<file path="src/hdl/ldpc_defs.svh">
// Constants for the table and converter path control register bank
`ifndef LDPC_DEFS_SVH
`define LDPC_DEFS_SVH

// ----------------------------------------------------------------------------
// Register addresses
// ----------------------------------------------------------------------------
`define LDPC_ADDR_CFG        8'h80
`define LDPC_ADDR_T1_INDEX   8'h81
`define LDPC_ADDR_T2_INDEX   8'h82
`define LDPC_ADDR_C1_CODE    8'h83
`define LDPC_ADDR_C2_CODE    8'h84
`define LDPC_ADDR_PATH_SEL   8'h85
`define LDPC_NUM_CTRL        6
`define LDPC_LAST_IDX        3'h5

// ----------------------------------------------------------------------------
// Field positions
// ----------------------------------------------------------------------------
`define LDPC_GEN_TWO_POL_BIT 7
`define LDPC_GEN_ONE_POL_BIT 6
`define LDPC_PERSIST_BIT     5
`define LDPC_C2_OVR_BIT      7
`define LDPC_T2_OVR_BIT      6
`define LDPC_C1_OVR_BIT      5
`define LDPC_T1_OVR_BIT      4
`define LDPC_INDEX_MASK      8'h3f

// ----------------------------------------------------------------------------
// Table bases and reset values
// ----------------------------------------------------------------------------
`define LDPC_T1_BASE         9'h090
`define LDPC_T2_BASE         9'h0d0
`define LDPC_FACTORY_VALUE   8'h00

`endif

</file>
<file path="src/hdl/ldpc_pkg.sv">
// Types shared by the path control register bank
package ldpc_pkg;

  typedef enum logic [1:0] {
    LDPC_LOAD = 2'b01,
    LDPC_RUN  = 2'b10
  } ldpc_state_t;

  typedef logic [7:0] ldpc_byte_t;

  typedef struct packed {
    ldpc_state_t                 state;
    logic [2:0]                  load_idx;
    ldpc_byte_t [5:0]            ctrl;
    logic                        nv_we;
    logic [2:0]                  nv_idx;
    ldpc_byte_t                  nv_wdata;
    ldpc_byte_t                  rdata;
    logic                        rvalid;
    logic                        ready;
    logic [8:0]                  t1_addr;
    logic [8:0]                  t2_addr;
    ldpc_byte_t                  c1_code;
    ldpc_byte_t                  c2_code;
    logic                        g1_sink;
    logic                        g2_sink;
  } ldpc_regs_t;

endpackage : ldpc_pkg

</file>
<file path="src/hdl/ldpc_nv_if.sv">
// Link between the register bank and its nonvolatile cell store
`timescale 1ns/1ps
`default_nettype none
interface ldpc_nv_if;
  logic       we;
  logic [2:0] idx;
  logic [7:0] wdata;
  logic [7:0] rdata;

  modport bank  (output we, output idx, output wdata, input rdata);
  modport store (input we, input idx, input wdata, output rdata);
endinterface : ldpc_nv_if
`default_nettype wire

</file>
<file path="src/hdl/ldpc_nv_store.sv">
// Nonvolatile cell store for control registers 0 to 5
`timescale 1ns/1ps
`default_nettype none
`include "ldpc_defs.svh"
module ldpc_nv_store
  import ldpc_pkg::*;
(
  input  wire logic  clk_in,
  input  wire logic  factory_rst_n_in,
  ldpc_nv_if.store   nv
);

  ldpc_byte_t [5:0] cells;
  ldpc_byte_t [5:0] next_cells;

  // Cell update from the bank write port
  always_comb begin
    next_cells = cells;
    if (nv.we && (nv.idx <= `LDPC_LAST_IDX)) begin
      next_cells[nv.idx] = nv.wdata;
    end
  end

  // Cells hold across power cycles, cleared only by factory programming
  always_ff @(posedge clk_in or negedge factory_rst_n_in) begin
    if (!factory_rst_n_in) begin
      cells <= {`LDPC_NUM_CTRL{`LDPC_FACTORY_VALUE}};
    end else begin
      cells <= next_cells;
    end
  end

  // Indexed read of one cell
  assign nv.rdata = (nv.idx <= `LDPC_LAST_IDX) ? cells[nv.idx] : 8'h00;

endmodule : ldpc_nv_store
`default_nettype wire

</file>
<file path="src/hdl/ldpc_bank.sv">
// Control register bank steering table addressing and converter inputs
`timescale 1ns/1ps
`default_nettype none
`include "ldpc_defs.svh"
module ldpc_bank
  import ldpc_pkg::*;
(
  input  wire logic       CLK_IN,
  input  wire logic       RST_N_IN,
  input  wire logic       FACTORY_RST_N_IN,
  input  wire logic [7:0] ACC_ADDR_IN,
  input  wire logic [7:0] ACC_WDATA_IN,
  input  wire logic       ACC_WR_IN,
  input  wire logic       ACC_RD_IN,
  input  wire logic [7:0] CONV_RESULT_IN,
  input  wire logic [7:0] T1_ROW_DATA_IN,
  input  wire logic [7:0] T2_ROW_DATA_IN,
  output logic      [7:0] ACC_RDATA_OUT,
  output logic            ACC_RVALID_OUT,
  output logic            ACC_READY_OUT,
  output logic      [8:0] T1_ROW_ADDR_OUT,
  output logic      [8:0] T2_ROW_ADDR_OUT,
  output logic      [7:0] C1_CODE_OUT,
  output logic      [7:0] C2_CODE_OUT,
  output logic            GEN_ONE_SINK_OUT,
  output logic            GEN_TWO_SINK_OUT
);

  // ----------------------------------------------------------------------------
  // Helpers
  // ----------------------------------------------------------------------------

  // Base plus a six-bit row index
  function automatic logic [8:0] row_addr(input logic [8:0] base, input logic [5:0] idx);
    row_addr = base + {3'h0, idx};
  endfunction : row_addr

  // Map a register address to a control index, 3'h7 when unmapped
  function automatic logic [2:0] reg_index(input logic [7:0] addr);
    logic [7:0] off;
    off = addr - `LDPC_ADDR_CFG;
    if (addr >= `LDPC_ADDR_CFG && addr <= `LDPC_ADDR_PATH_SEL) begin
      reg_index = off[2:0];
    end else begin
      reg_index = 3'h7;
    end
  endfunction : reg_index

  // Stored width per register, reserved bits kept at zero
  function automatic logic [7:0] store_mask(input logic [2:0] idx);
    if (idx == 3'h1 || idx == 3'h2) begin
      store_mask = `LDPC_INDEX_MASK;
    end else begin
      store_mask = 8'hff;
    end
  endfunction : store_mask

  // Cell write decision: control 0 and 5 always persist, 1 to 4 on demand
  function automatic logic cell_write(input logic [2:0] idx, input logic persist);
    if (idx == 3'h0 || idx == 3'h5) begin
      cell_write = 1'b1;
    end else begin
      cell_write = persist;
    end
  endfunction : cell_write

  // Table row address from the written index or the converter result
  function automatic logic [8:0] table_addr(input logic       ovr,
                                            input logic [8:0] base,
                                            input logic [7:0] index,
                                            input logic [7:0] conv);
    if (ovr) begin
      table_addr = row_addr(base, index[5:0]);
    end else begin
      table_addr = row_addr(base, conv[7:2]);
    end
  endfunction : table_addr

  // Converter input from the direct code or the selected table row
  function automatic logic [7:0] pick_code(input logic sel, input logic [7:0] code, input logic [7:0] row);
    if (sel) begin
      pick_code = code;
    end else begin
      pick_code = row;
    end
  endfunction : pick_code

  // Read mux, unmapped addresses read as zero
  function automatic logic [7:0] reg_read(input logic [2:0] idx, input ldpc_byte_t [5:0] ctrl);
    if (idx == 3'h7) begin
      reg_read = 8'h00;
    end else begin
      reg_read = ctrl[idx];
    end
  endfunction : reg_read

  // ----------------------------------------------------------------------------
  // State
  // ----------------------------------------------------------------------------
  ldpc_regs_t r;
  ldpc_regs_t next_r;
  ldpc_nv_if  nv ();
  logic [2:0] acc_idx;
  logic       persist_now;
  logic       wr_take;
  ldpc_byte_t wr_value;

  // ----------------------------------------------------------------------------
  // Nonvolatile store
  // ----------------------------------------------------------------------------
  ldpc_nv_store u_nv_store (
    .clk_in           (CLK_IN),
    .factory_rst_n_in (FACTORY_RST_N_IN),
    .nv               (nv.store)
  );

  // Store port: write while running, walk indices while loading
  assign nv.we    = r.nv_we;
  assign nv.wdata = r.nv_wdata;
  assign nv.idx   = (r.state == LDPC_LOAD) ? r.load_idx : r.nv_idx;

  // ----------------------------------------------------------------------------
  // Access decode
  // ----------------------------------------------------------------------------
  // Control index of the addressed register and the live persist select
  assign acc_idx     = reg_index(ACC_ADDR_IN);
  assign persist_now = r.ctrl[0][`LDPC_PERSIST_BIT];

  // Accepted writes and the stored form of the write byte
  assign wr_take  = ACC_WR_IN && (acc_idx != 3'h7);
  assign wr_value = ACC_WDATA_IN & store_mask(acc_idx);

  // ----------------------------------------------------------------------------
  // Next state
  // ----------------------------------------------------------------------------
  always_comb begin
    next_r        = r;
    next_r.nv_we  = 1'b0;
    next_r.rvalid = 1'b0;
    case (r.state)
      LDPC_LOAD: begin
        // Restore control 0 to 5 from the cells after power-up
        next_r.ctrl[r.load_idx] = nv.rdata & store_mask(r.load_idx);
        next_r.load_idx         = r.load_idx + 3'h1;
        if (r.load_idx == `LDPC_LAST_IDX) begin
          next_r.state = LDPC_RUN;
        end
      end
      LDPC_RUN: begin
        // Register write, with copy to the cells when it persists
        if (wr_take) begin
          next_r.ctrl[acc_idx] = wr_value;
          next_r.nv_idx        = acc_idx;
          next_r.nv_wdata      = wr_value;
          next_r.nv_we         = cell_write(acc_idx, persist_now);
        end
        // Register read, unmapped reads as zero
        if (ACC_RD_IN) begin
          next_r.rvalid = 1'b1;
          next_r.rdata  = reg_read(acc_idx, r.ctrl);
        end
      end
      default: begin
        next_r.state    = LDPC_LOAD;
        next_r.load_idx = 3'h0;
      end
    endcase

    // Table addressing, written index or converter result
    next_r.t1_addr = table_addr(r.ctrl[5][`LDPC_T1_OVR_BIT], `LDPC_T1_BASE, r.ctrl[1], CONV_RESULT_IN);
    next_r.t2_addr = table_addr(r.ctrl[5][`LDPC_T2_OVR_BIT], `LDPC_T2_BASE, r.ctrl[2], CONV_RESULT_IN);

    // Converter inputs
    next_r.c1_code = pick_code(r.ctrl[5][`LDPC_C1_OVR_BIT], r.ctrl[3], T1_ROW_DATA_IN);
    next_r.c2_code = pick_code(r.ctrl[5][`LDPC_C2_OVR_BIT], r.ctrl[4], T2_ROW_DATA_IN);

    // Generator polarity
    next_r.g1_sink = r.ctrl[0][`LDPC_GEN_ONE_POL_BIT];
    next_r.g2_sink = r.ctrl[0][`LDPC_GEN_TWO_POL_BIT];

    // Ready once the power-up load walk is over
    next_r.ready = (next_r.state == LDPC_RUN);
  end

  // ----------------------------------------------------------------------------
  // State register
  // ----------------------------------------------------------------------------
  always_ff @(posedge CLK_IN or negedge RST_N_IN) begin
    if (!RST_N_IN) begin
      r.state    <= LDPC_LOAD;
      r.load_idx <= 3'h0;
      r.ctrl     <= '0;
      r.nv_we    <= 1'b0;
      r.nv_idx   <= 3'h0;
      r.nv_wdata <= 8'h00;
      r.rdata    <= 8'h00;
      r.rvalid   <= 1'b0;
      r.ready    <= 1'b0;
      r.t1_addr  <= `LDPC_T1_BASE;
      r.t2_addr  <= `LDPC_T2_BASE;
      r.c1_code  <= 8'h00;
      r.c2_code  <= 8'h00;
      r.g1_sink  <= 1'b0;
      r.g2_sink  <= 1'b0;
    end else begin
      r <= next_r;
    end
  end

  // ----------------------------------------------------------------------------
  // Outputs
  // ----------------------------------------------------------------------------
  assign ACC_RDATA_OUT    = r.rdata;
  assign ACC_RVALID_OUT   = r.rvalid;
  assign ACC_READY_OUT    = r.ready;
  assign T1_ROW_ADDR_OUT  = r.t1_addr;
  assign T2_ROW_ADDR_OUT  = r.t2_addr;
  assign C1_CODE_OUT      = r.c1_code;
  assign C2_CODE_OUT      = r.c2_code;
  assign GEN_ONE_SINK_OUT = r.g1_sink;
  assign GEN_TWO_SINK_OUT = r.g2_sink;

endmodule : ldpc_bank
`default_nettype wire

</file>
<file path="config.mk">
export PLATFORM = sky130hd
export DESIGN_NAME = ldpc_bank
export DESIGN_NICKNAME = d
export VERILOG_FILES = /design/src/hdl/ldpc_pkg.sv /design/src/hdl/ldpc_nv_if.sv /design/src/hdl/ldpc_nv_store.sv /design/src/hdl/ldpc_bank.sv
export VERILOG_INCLUDE_DIRS = /design/src /design/src/hdl
export SDC_FILE = /design/constraint.sdc
export NUM_CORES = 1
export LEC_CHECK = 0
export BUFFER_PORTS_ARGS = -buffer_cell sky130_fd_sc_hd__buf_4
export CORE_UTILIZATION = 25
export CTS_CLUSTER_SIZE = 16
export DETAILED_ROUTE_END_ITERATION = 12
export GPL_ROUTABILITY_DRIVEN = 0
export PLACE_DENSITY = 0.5
export SLEW_MARGIN = 5
export SYNTH_ARGS = -nofsm -noshare
export SYNTH_HDL_FRONTEND = slang
export SYNTH_HIERARCHICAL = 1
export SYNTH_SLANG_ARGS = --single-unit
</file>
<file path="constraint.sdc">
create_clock -name CLK_IN -period 3.9 [get_ports CLK_IN]
set_input_delay 0.195 -clock CLK_IN [delete_from_list [all_inputs] [get_ports CLK_IN]]
set_output_delay 0.195 -clock CLK_IN [all_outputs]
set_load 0.02 [all_outputs]
</file>
After elaboration in Yosys (flattened, before gate mapping)
Cells that the tools add are included. W data, S select, Z words.

Bits in registers: 159. ROM bits: 0. Bits in latches: 0. Memory bits (writable): 0. Memories: 0.

$add $sub $neg: 6. Magnitude comparators: 9. Equality and inequality tests: 12. Shift operators: 0. Reduce and logical (&&, ||, !) cells: 14. $mul: 0. Bitwise logic cells: 2. Divide/modulo/power cells: 0. Mux-type cells: 31.

Operator list (number): $bwmux W48 (3); $mux W8 (12); $pmux W48 S2 (1); $demux W8 S3 (3); $mux W60 (1); $bmux W8 S3 (2); $add A8 B6 Y9 const A (4); $mux W9 (3); $mux W21 (1); $and A8 B8 Y8 (2); $lt A3 B4 Y1 const B (3); $pmux W5 S2 (1); $eq A3 B3 Y1 const B (3); $ge A3 B1 Y1 const B (3); $ge A8 B8 Y1 const B (1); $le A8 B8 Y1 const B (1); $eq A3 B1 Y1 const B (2); $eq A3 B2 Y1 const B (2); $logic_and A1 B1 Y1 (6); $mux W3 (2); $reduce_and A2 Y1 (3); $eq A2 B2 Y1 const B (2); $add A3 B1 Y3 const B (1); $le A3 B3 Y1 const B (1); other kinds (9) (11).

Depth between registers and ports, before layout
Depth in word-level cells: 10. Mapped depth: 12. Mapped depth without buffers: 9.

Hierarchy
The synthesis kept the hierarchy.

By module, submodules not included: ldpc_bank (instances 1, area an instance 5584.1 um^2, cells an instance 478); ldpc_nv_store (instances 1, area an instance 2318.5 um^2, cells an instance 155).

Least setup slack after synthesis
No wires, ideal clock.

Path type: register to register. Start: register r[109] in the netlist's numbering. End: register r[88] in the netlist's numbering. Slack: 1.144 ns. Period minus slack after synthesis: 2.756 ns. Arrival time: 2.631 ns. Library setup time: 0.125 ns. Path buffers: 2. Cell stages (with the launch flop): 10. Required time: 3.775 ns. Path through: dfstp_2 ha_1 clkbuf_1 mux2_2 or2_1 buf_2 o221a_2 nand2_1 a2bb2o_1 mux2_2.

Cells in the longest elaborated chain, start to end: 8. Elaborated cells on any way between the ends: 13. Those cells by class: 1 x order compare; 3 x eq/ne; 6 x mux; 1 x bitwise; 2 x reduce/logical.

RTL lines: from (decl) (line ldpc_bank.sv:100) `ldpc_regs_t r;`; from (signal assigned) (line ldpc_bank.sv:206) `r <= next_r;`; $eq A2 B1 Y1 (*) (line ldpc_bank.sv:120) `assign nv.idx = (r.state == LDPC_LOAD) ? r.load_idx : r.nv_idx;`; $mux W3 (*) (line ldpc_bank.sv:120); net nv.idx[2] (line ldpc_nv_if.sv:6) `logic [2:0] idx;`; $bmux W8 S3 (line ldpc_nv_store.sv:34) `` assign nv.rdata = (nv.idx <= `LDPC_LAST_IDX) ? cells[nv.idx] : 8'h00; ``; $mux W8 (not written as such) (line ldpc_nv_store.sv:34); $mux W8 (*) (line ldpc_nv_store.sv:34); net nv.rdata[6] (line ldpc_nv_if.sv:8) `logic [7:0] rdata;`; $and A8 B8 Y8 (*) (line ldpc_bank.sv:143) `next_r.ctrl[r.load_idx] = nv.rdata & store_mask(r.load_idx);`; $bwmux W48 (*) (line ldpc_bank.sv:143); $pmux W48 S2 (*) (line ldpc_bank.sv:140) `case (r.state)`.

The timed path passes the listed nets; every way through them passes the cells marked *. The select of a mux whose other input is x is not followed. A chain may end at the register's enable or synchronous reset.

Worst setup path in the final report
Ends and elaborated chain as after synthesis.

==> reports/metrics.cfg <==
[routing]
drc=12
final_antenna_net_count=0
wirelength_microns=19700
firstDrtPassIters=9
wl_per_cell_microns=17.94
drtIter0Drc=313
num_vias=5064
via_per_inst=4.612

[setup_path]
cp.depth=7
r2r_start=r[109]$_DFF_PN1_
r2r_setup_slack_ps=920
crit_type=reg2reg
worstReg2RegEnd=r[88]$_DFFE_PN0P_
r2r_cells=7
cp_common_cell=mux2_2
cp-startpoint=r[109]$_DFF_PN1_
cp-endpoint=r[88]$_DFFE_PN0P_
worstPathMaxFanout=26
slowest_stage=mux2_2
required_ps=4210
path_cells=ha_1, mux2_2, mux2_2, o221a_2, nand2_1, a2bb2o_1, mux2_2
crit_path_max_incr_delay_ps=730
critPathBufInv=0
arrival_ps=3290
cp-start-kind=flip-flop
crit_family=multiplexers
worst_setup_path_end_kind=flip-flop

[hold_path]
hp-class=in2reg
worstHoldStart=CONV_RESULT_IN[3]

[outcome]
violations=design-rule violations
outcome=finished, violations left

[sta]
hold_viol=0
rsz0062_at_grt=false
fin_tns_setup_ps=0
fmax_mhz=335.6
min_period_ps=2980
setup_violations=0
worst_pin_slew_ps=889.9
clock_skew_ps=12.31
post-route-period-util=0.7640
relSlewSlack=0.4005
drv_slew=0

[clock_network]
htreeDepth=4
clkTransAtPathRegs_ps=60
cts_resized=0
clock_sinks=156
clk_latency_ps=430
cts_buffers=17
root_buffer=clkbuf_16
cts_tree=yes
clk_path_buf_depth=2

[power]
leakagePower_nw=4.226
vdd_drop_max_mv=0.1851
p_per_area_mw_per_mm2=408.7

[global_route]
antenna_found_initial=0
grt_pass1_wl_microns=31800
grt_pass1_vias=5364
grt_use_total=0.1273
overflow=0
grt_max_degree=69

[layout]
fillers=3133
nNetsFinal=742
syn_to_final_growth_pct=18.52
layout_commonest_cell=dfrtp_1
layout_common_cells=152 x dfrtp_1, 95 x buf_4, 83 x mux2_2, 45 x nand2_1, 30 x mux2i_1
drive_above_1_share=0.3746
num_antenna_cells=0
fin_area_sq_mm=0.009366

[flow_run]
cap_viol_max_count=0

[logic_synthesis]
ys_async_sr_fraction=1.000
synthCells=633
syn-cell-area_sq_mm=0.007903
yosys_warnings=6
ys_seq_area_frac=0.4946
syn_area_per_cell_sq_um=12.48
ys_types=65
syn_nets=685
synth_edf_count=0
synth-main-ff-cell=dfrtp_1
synth_seq_cells=156

[die]
die_y_microns=179.8
die-width_microns=179.8
initial_core_util=0.2563
std_cell_rows=64
coreArea_sq_mm=0.03083
dieArea_sq_mm=0.03232
num_io_pins=91

[placement]
dp_hpwl_microns=14040
dpl_cell_area_sq_mm=0.008562
portBuffers=86

-- what timing repair did --
| item | CTS | global route |
|---|---|---|
| hold endpoints to repair | 130 | 1 |
| setup buffers | 0 | 0 |
| hold buffers | 18 | 1 |
-- logic make-up (layout without fill, tap and decap cells) --
group,Yosys count,in the layout,synth area share
flops,156,156,0.4946
mux,143,143,0.2180
simple gates,118,118,0.09009
compound gates,104,104,0.1029
other cells,2,2,0.0009503
buf+inv,103,172,0.08233
fa+ha+maj,7,7,0.01108
-- sequential cells by signal, summed over array words and instances (netlist names), 7 cells and up --
| register | cells |
|---|---|
| r | 53 |
| u_nv_store/cells | 48 |
| ACC_RDATA_OUT | 8 |
| C1_CODE_OUT | 8 |
| C2_CODE_OUT | 8 |
| T2_ROW_ADDR_OUT | 8 |
| nv.wdata | 8 |
| T1_ROW_ADDR_OUT | 7 |
-- metal layers --
metal	track usage	vias up	part of all wire
li1	-	2351	-
met1	0.1678	2561	0.46
met2	0.2079	139	0.49
met3	0.02553	13	0.039
met4	0.04241	0	0.011
met5	0	-	0
-- cell usage after synthesis, types with 3 or more instances --
master,number,area [sq um]
o21ai_0,29,145.1
mux2_4,16,240.2
or2_1,3,18.77
a21oi_1,3,15.01
mux2i_1,30,300.3
a22oi_1,6,45.04
dfstp_2,4,105.1
a221o_1,6,60.06
or3_1,3,18.77
a2bb2oi_1,8,70.07
o22a_2,6,60.06
nor2_1,7,26.28
buf_2,7,35.03
ha_1,7,87.58
nand2b_1,11,68.82
dfrtp_1,152,3804
mux4_2,8,180.2
mux2_1,6,67.56
nand3_1,4,20.02
nor3_1,5,25.02
nand2_1,45,168.9
buf_6,11,123.9
clkbuf_1,11,41.29
nor2b_1,6,37.54
o221a_2,3,33.78
inv_1,27,101.4
a22o_1,14,122.6
mux2_2,83,934.7
buf_4,46,345.3
o221ai_1,14,122.6
and3_1,8,50.05
-- worst min-delay path by stage --
stage / end / slack [ps] / cells after the start
after floorplan: ACC_RDATA_OUT[0]$_DFFE_PN0P_ / -100 / 0
after global placement: u_nv_store/cells[3]$_DFFE_PN0P_ / 260 / 1
after detailed placement: u_nv_store/cells[4]$_DFFE_PN0P_ / 260 / 1
after CTS: T2_ROW_ADDR_OUT[3]$_DFF_PN0_ / 3 / 2
after global routing: T1_ROW_ADDR_OUT[3]$_DFF_PN0_ / 3 / 2
final: T1_ROW_ADDR_OUT[1]$_DFF_PN0_ / 10 / 2
-- power by group --
group,leakage [nW],internal (mW),total [mW],switching [mW]
registers,2.06,1.68,1.74,0.0598
logic,1.87,0.161,0.361,0.199
clock network,0.298,1.05,1.73,0.683
total,4.23,2.89,3.83,0.942
-- stage by stage --
stage	power, mW	utilization	cells	hold WS [ps]	setup WS (ps)
after detailed placement	2.119	0.2777	1048	256.8	913.5
after global routing	3.996	0.3038	1098	3.062	774.7
after global placement	2.117	0.2777	1048	262.2	909.4
final	3.828	0.3038	1098	14.08	920.4
after CTS	3.891	0.3035	1097	2.813	902.5
after floorplan	1.977	-	633	-100.6	1144
-- area by class of cell --
type,count,area (sq um),share of cell area
well taps,396,495.5,0.05290
clock inverters,12,161.4,0.01723
repair buffers,114,903.4,0.09645
clock buffers,19,452.9,0.04836
multi-input cells,374,3343,0.3569
inverters,27,101.3,0.01082
flip-flops and latches,156,3909,0.4173
No activity file was read; power rests on OpenSTA's default activity.
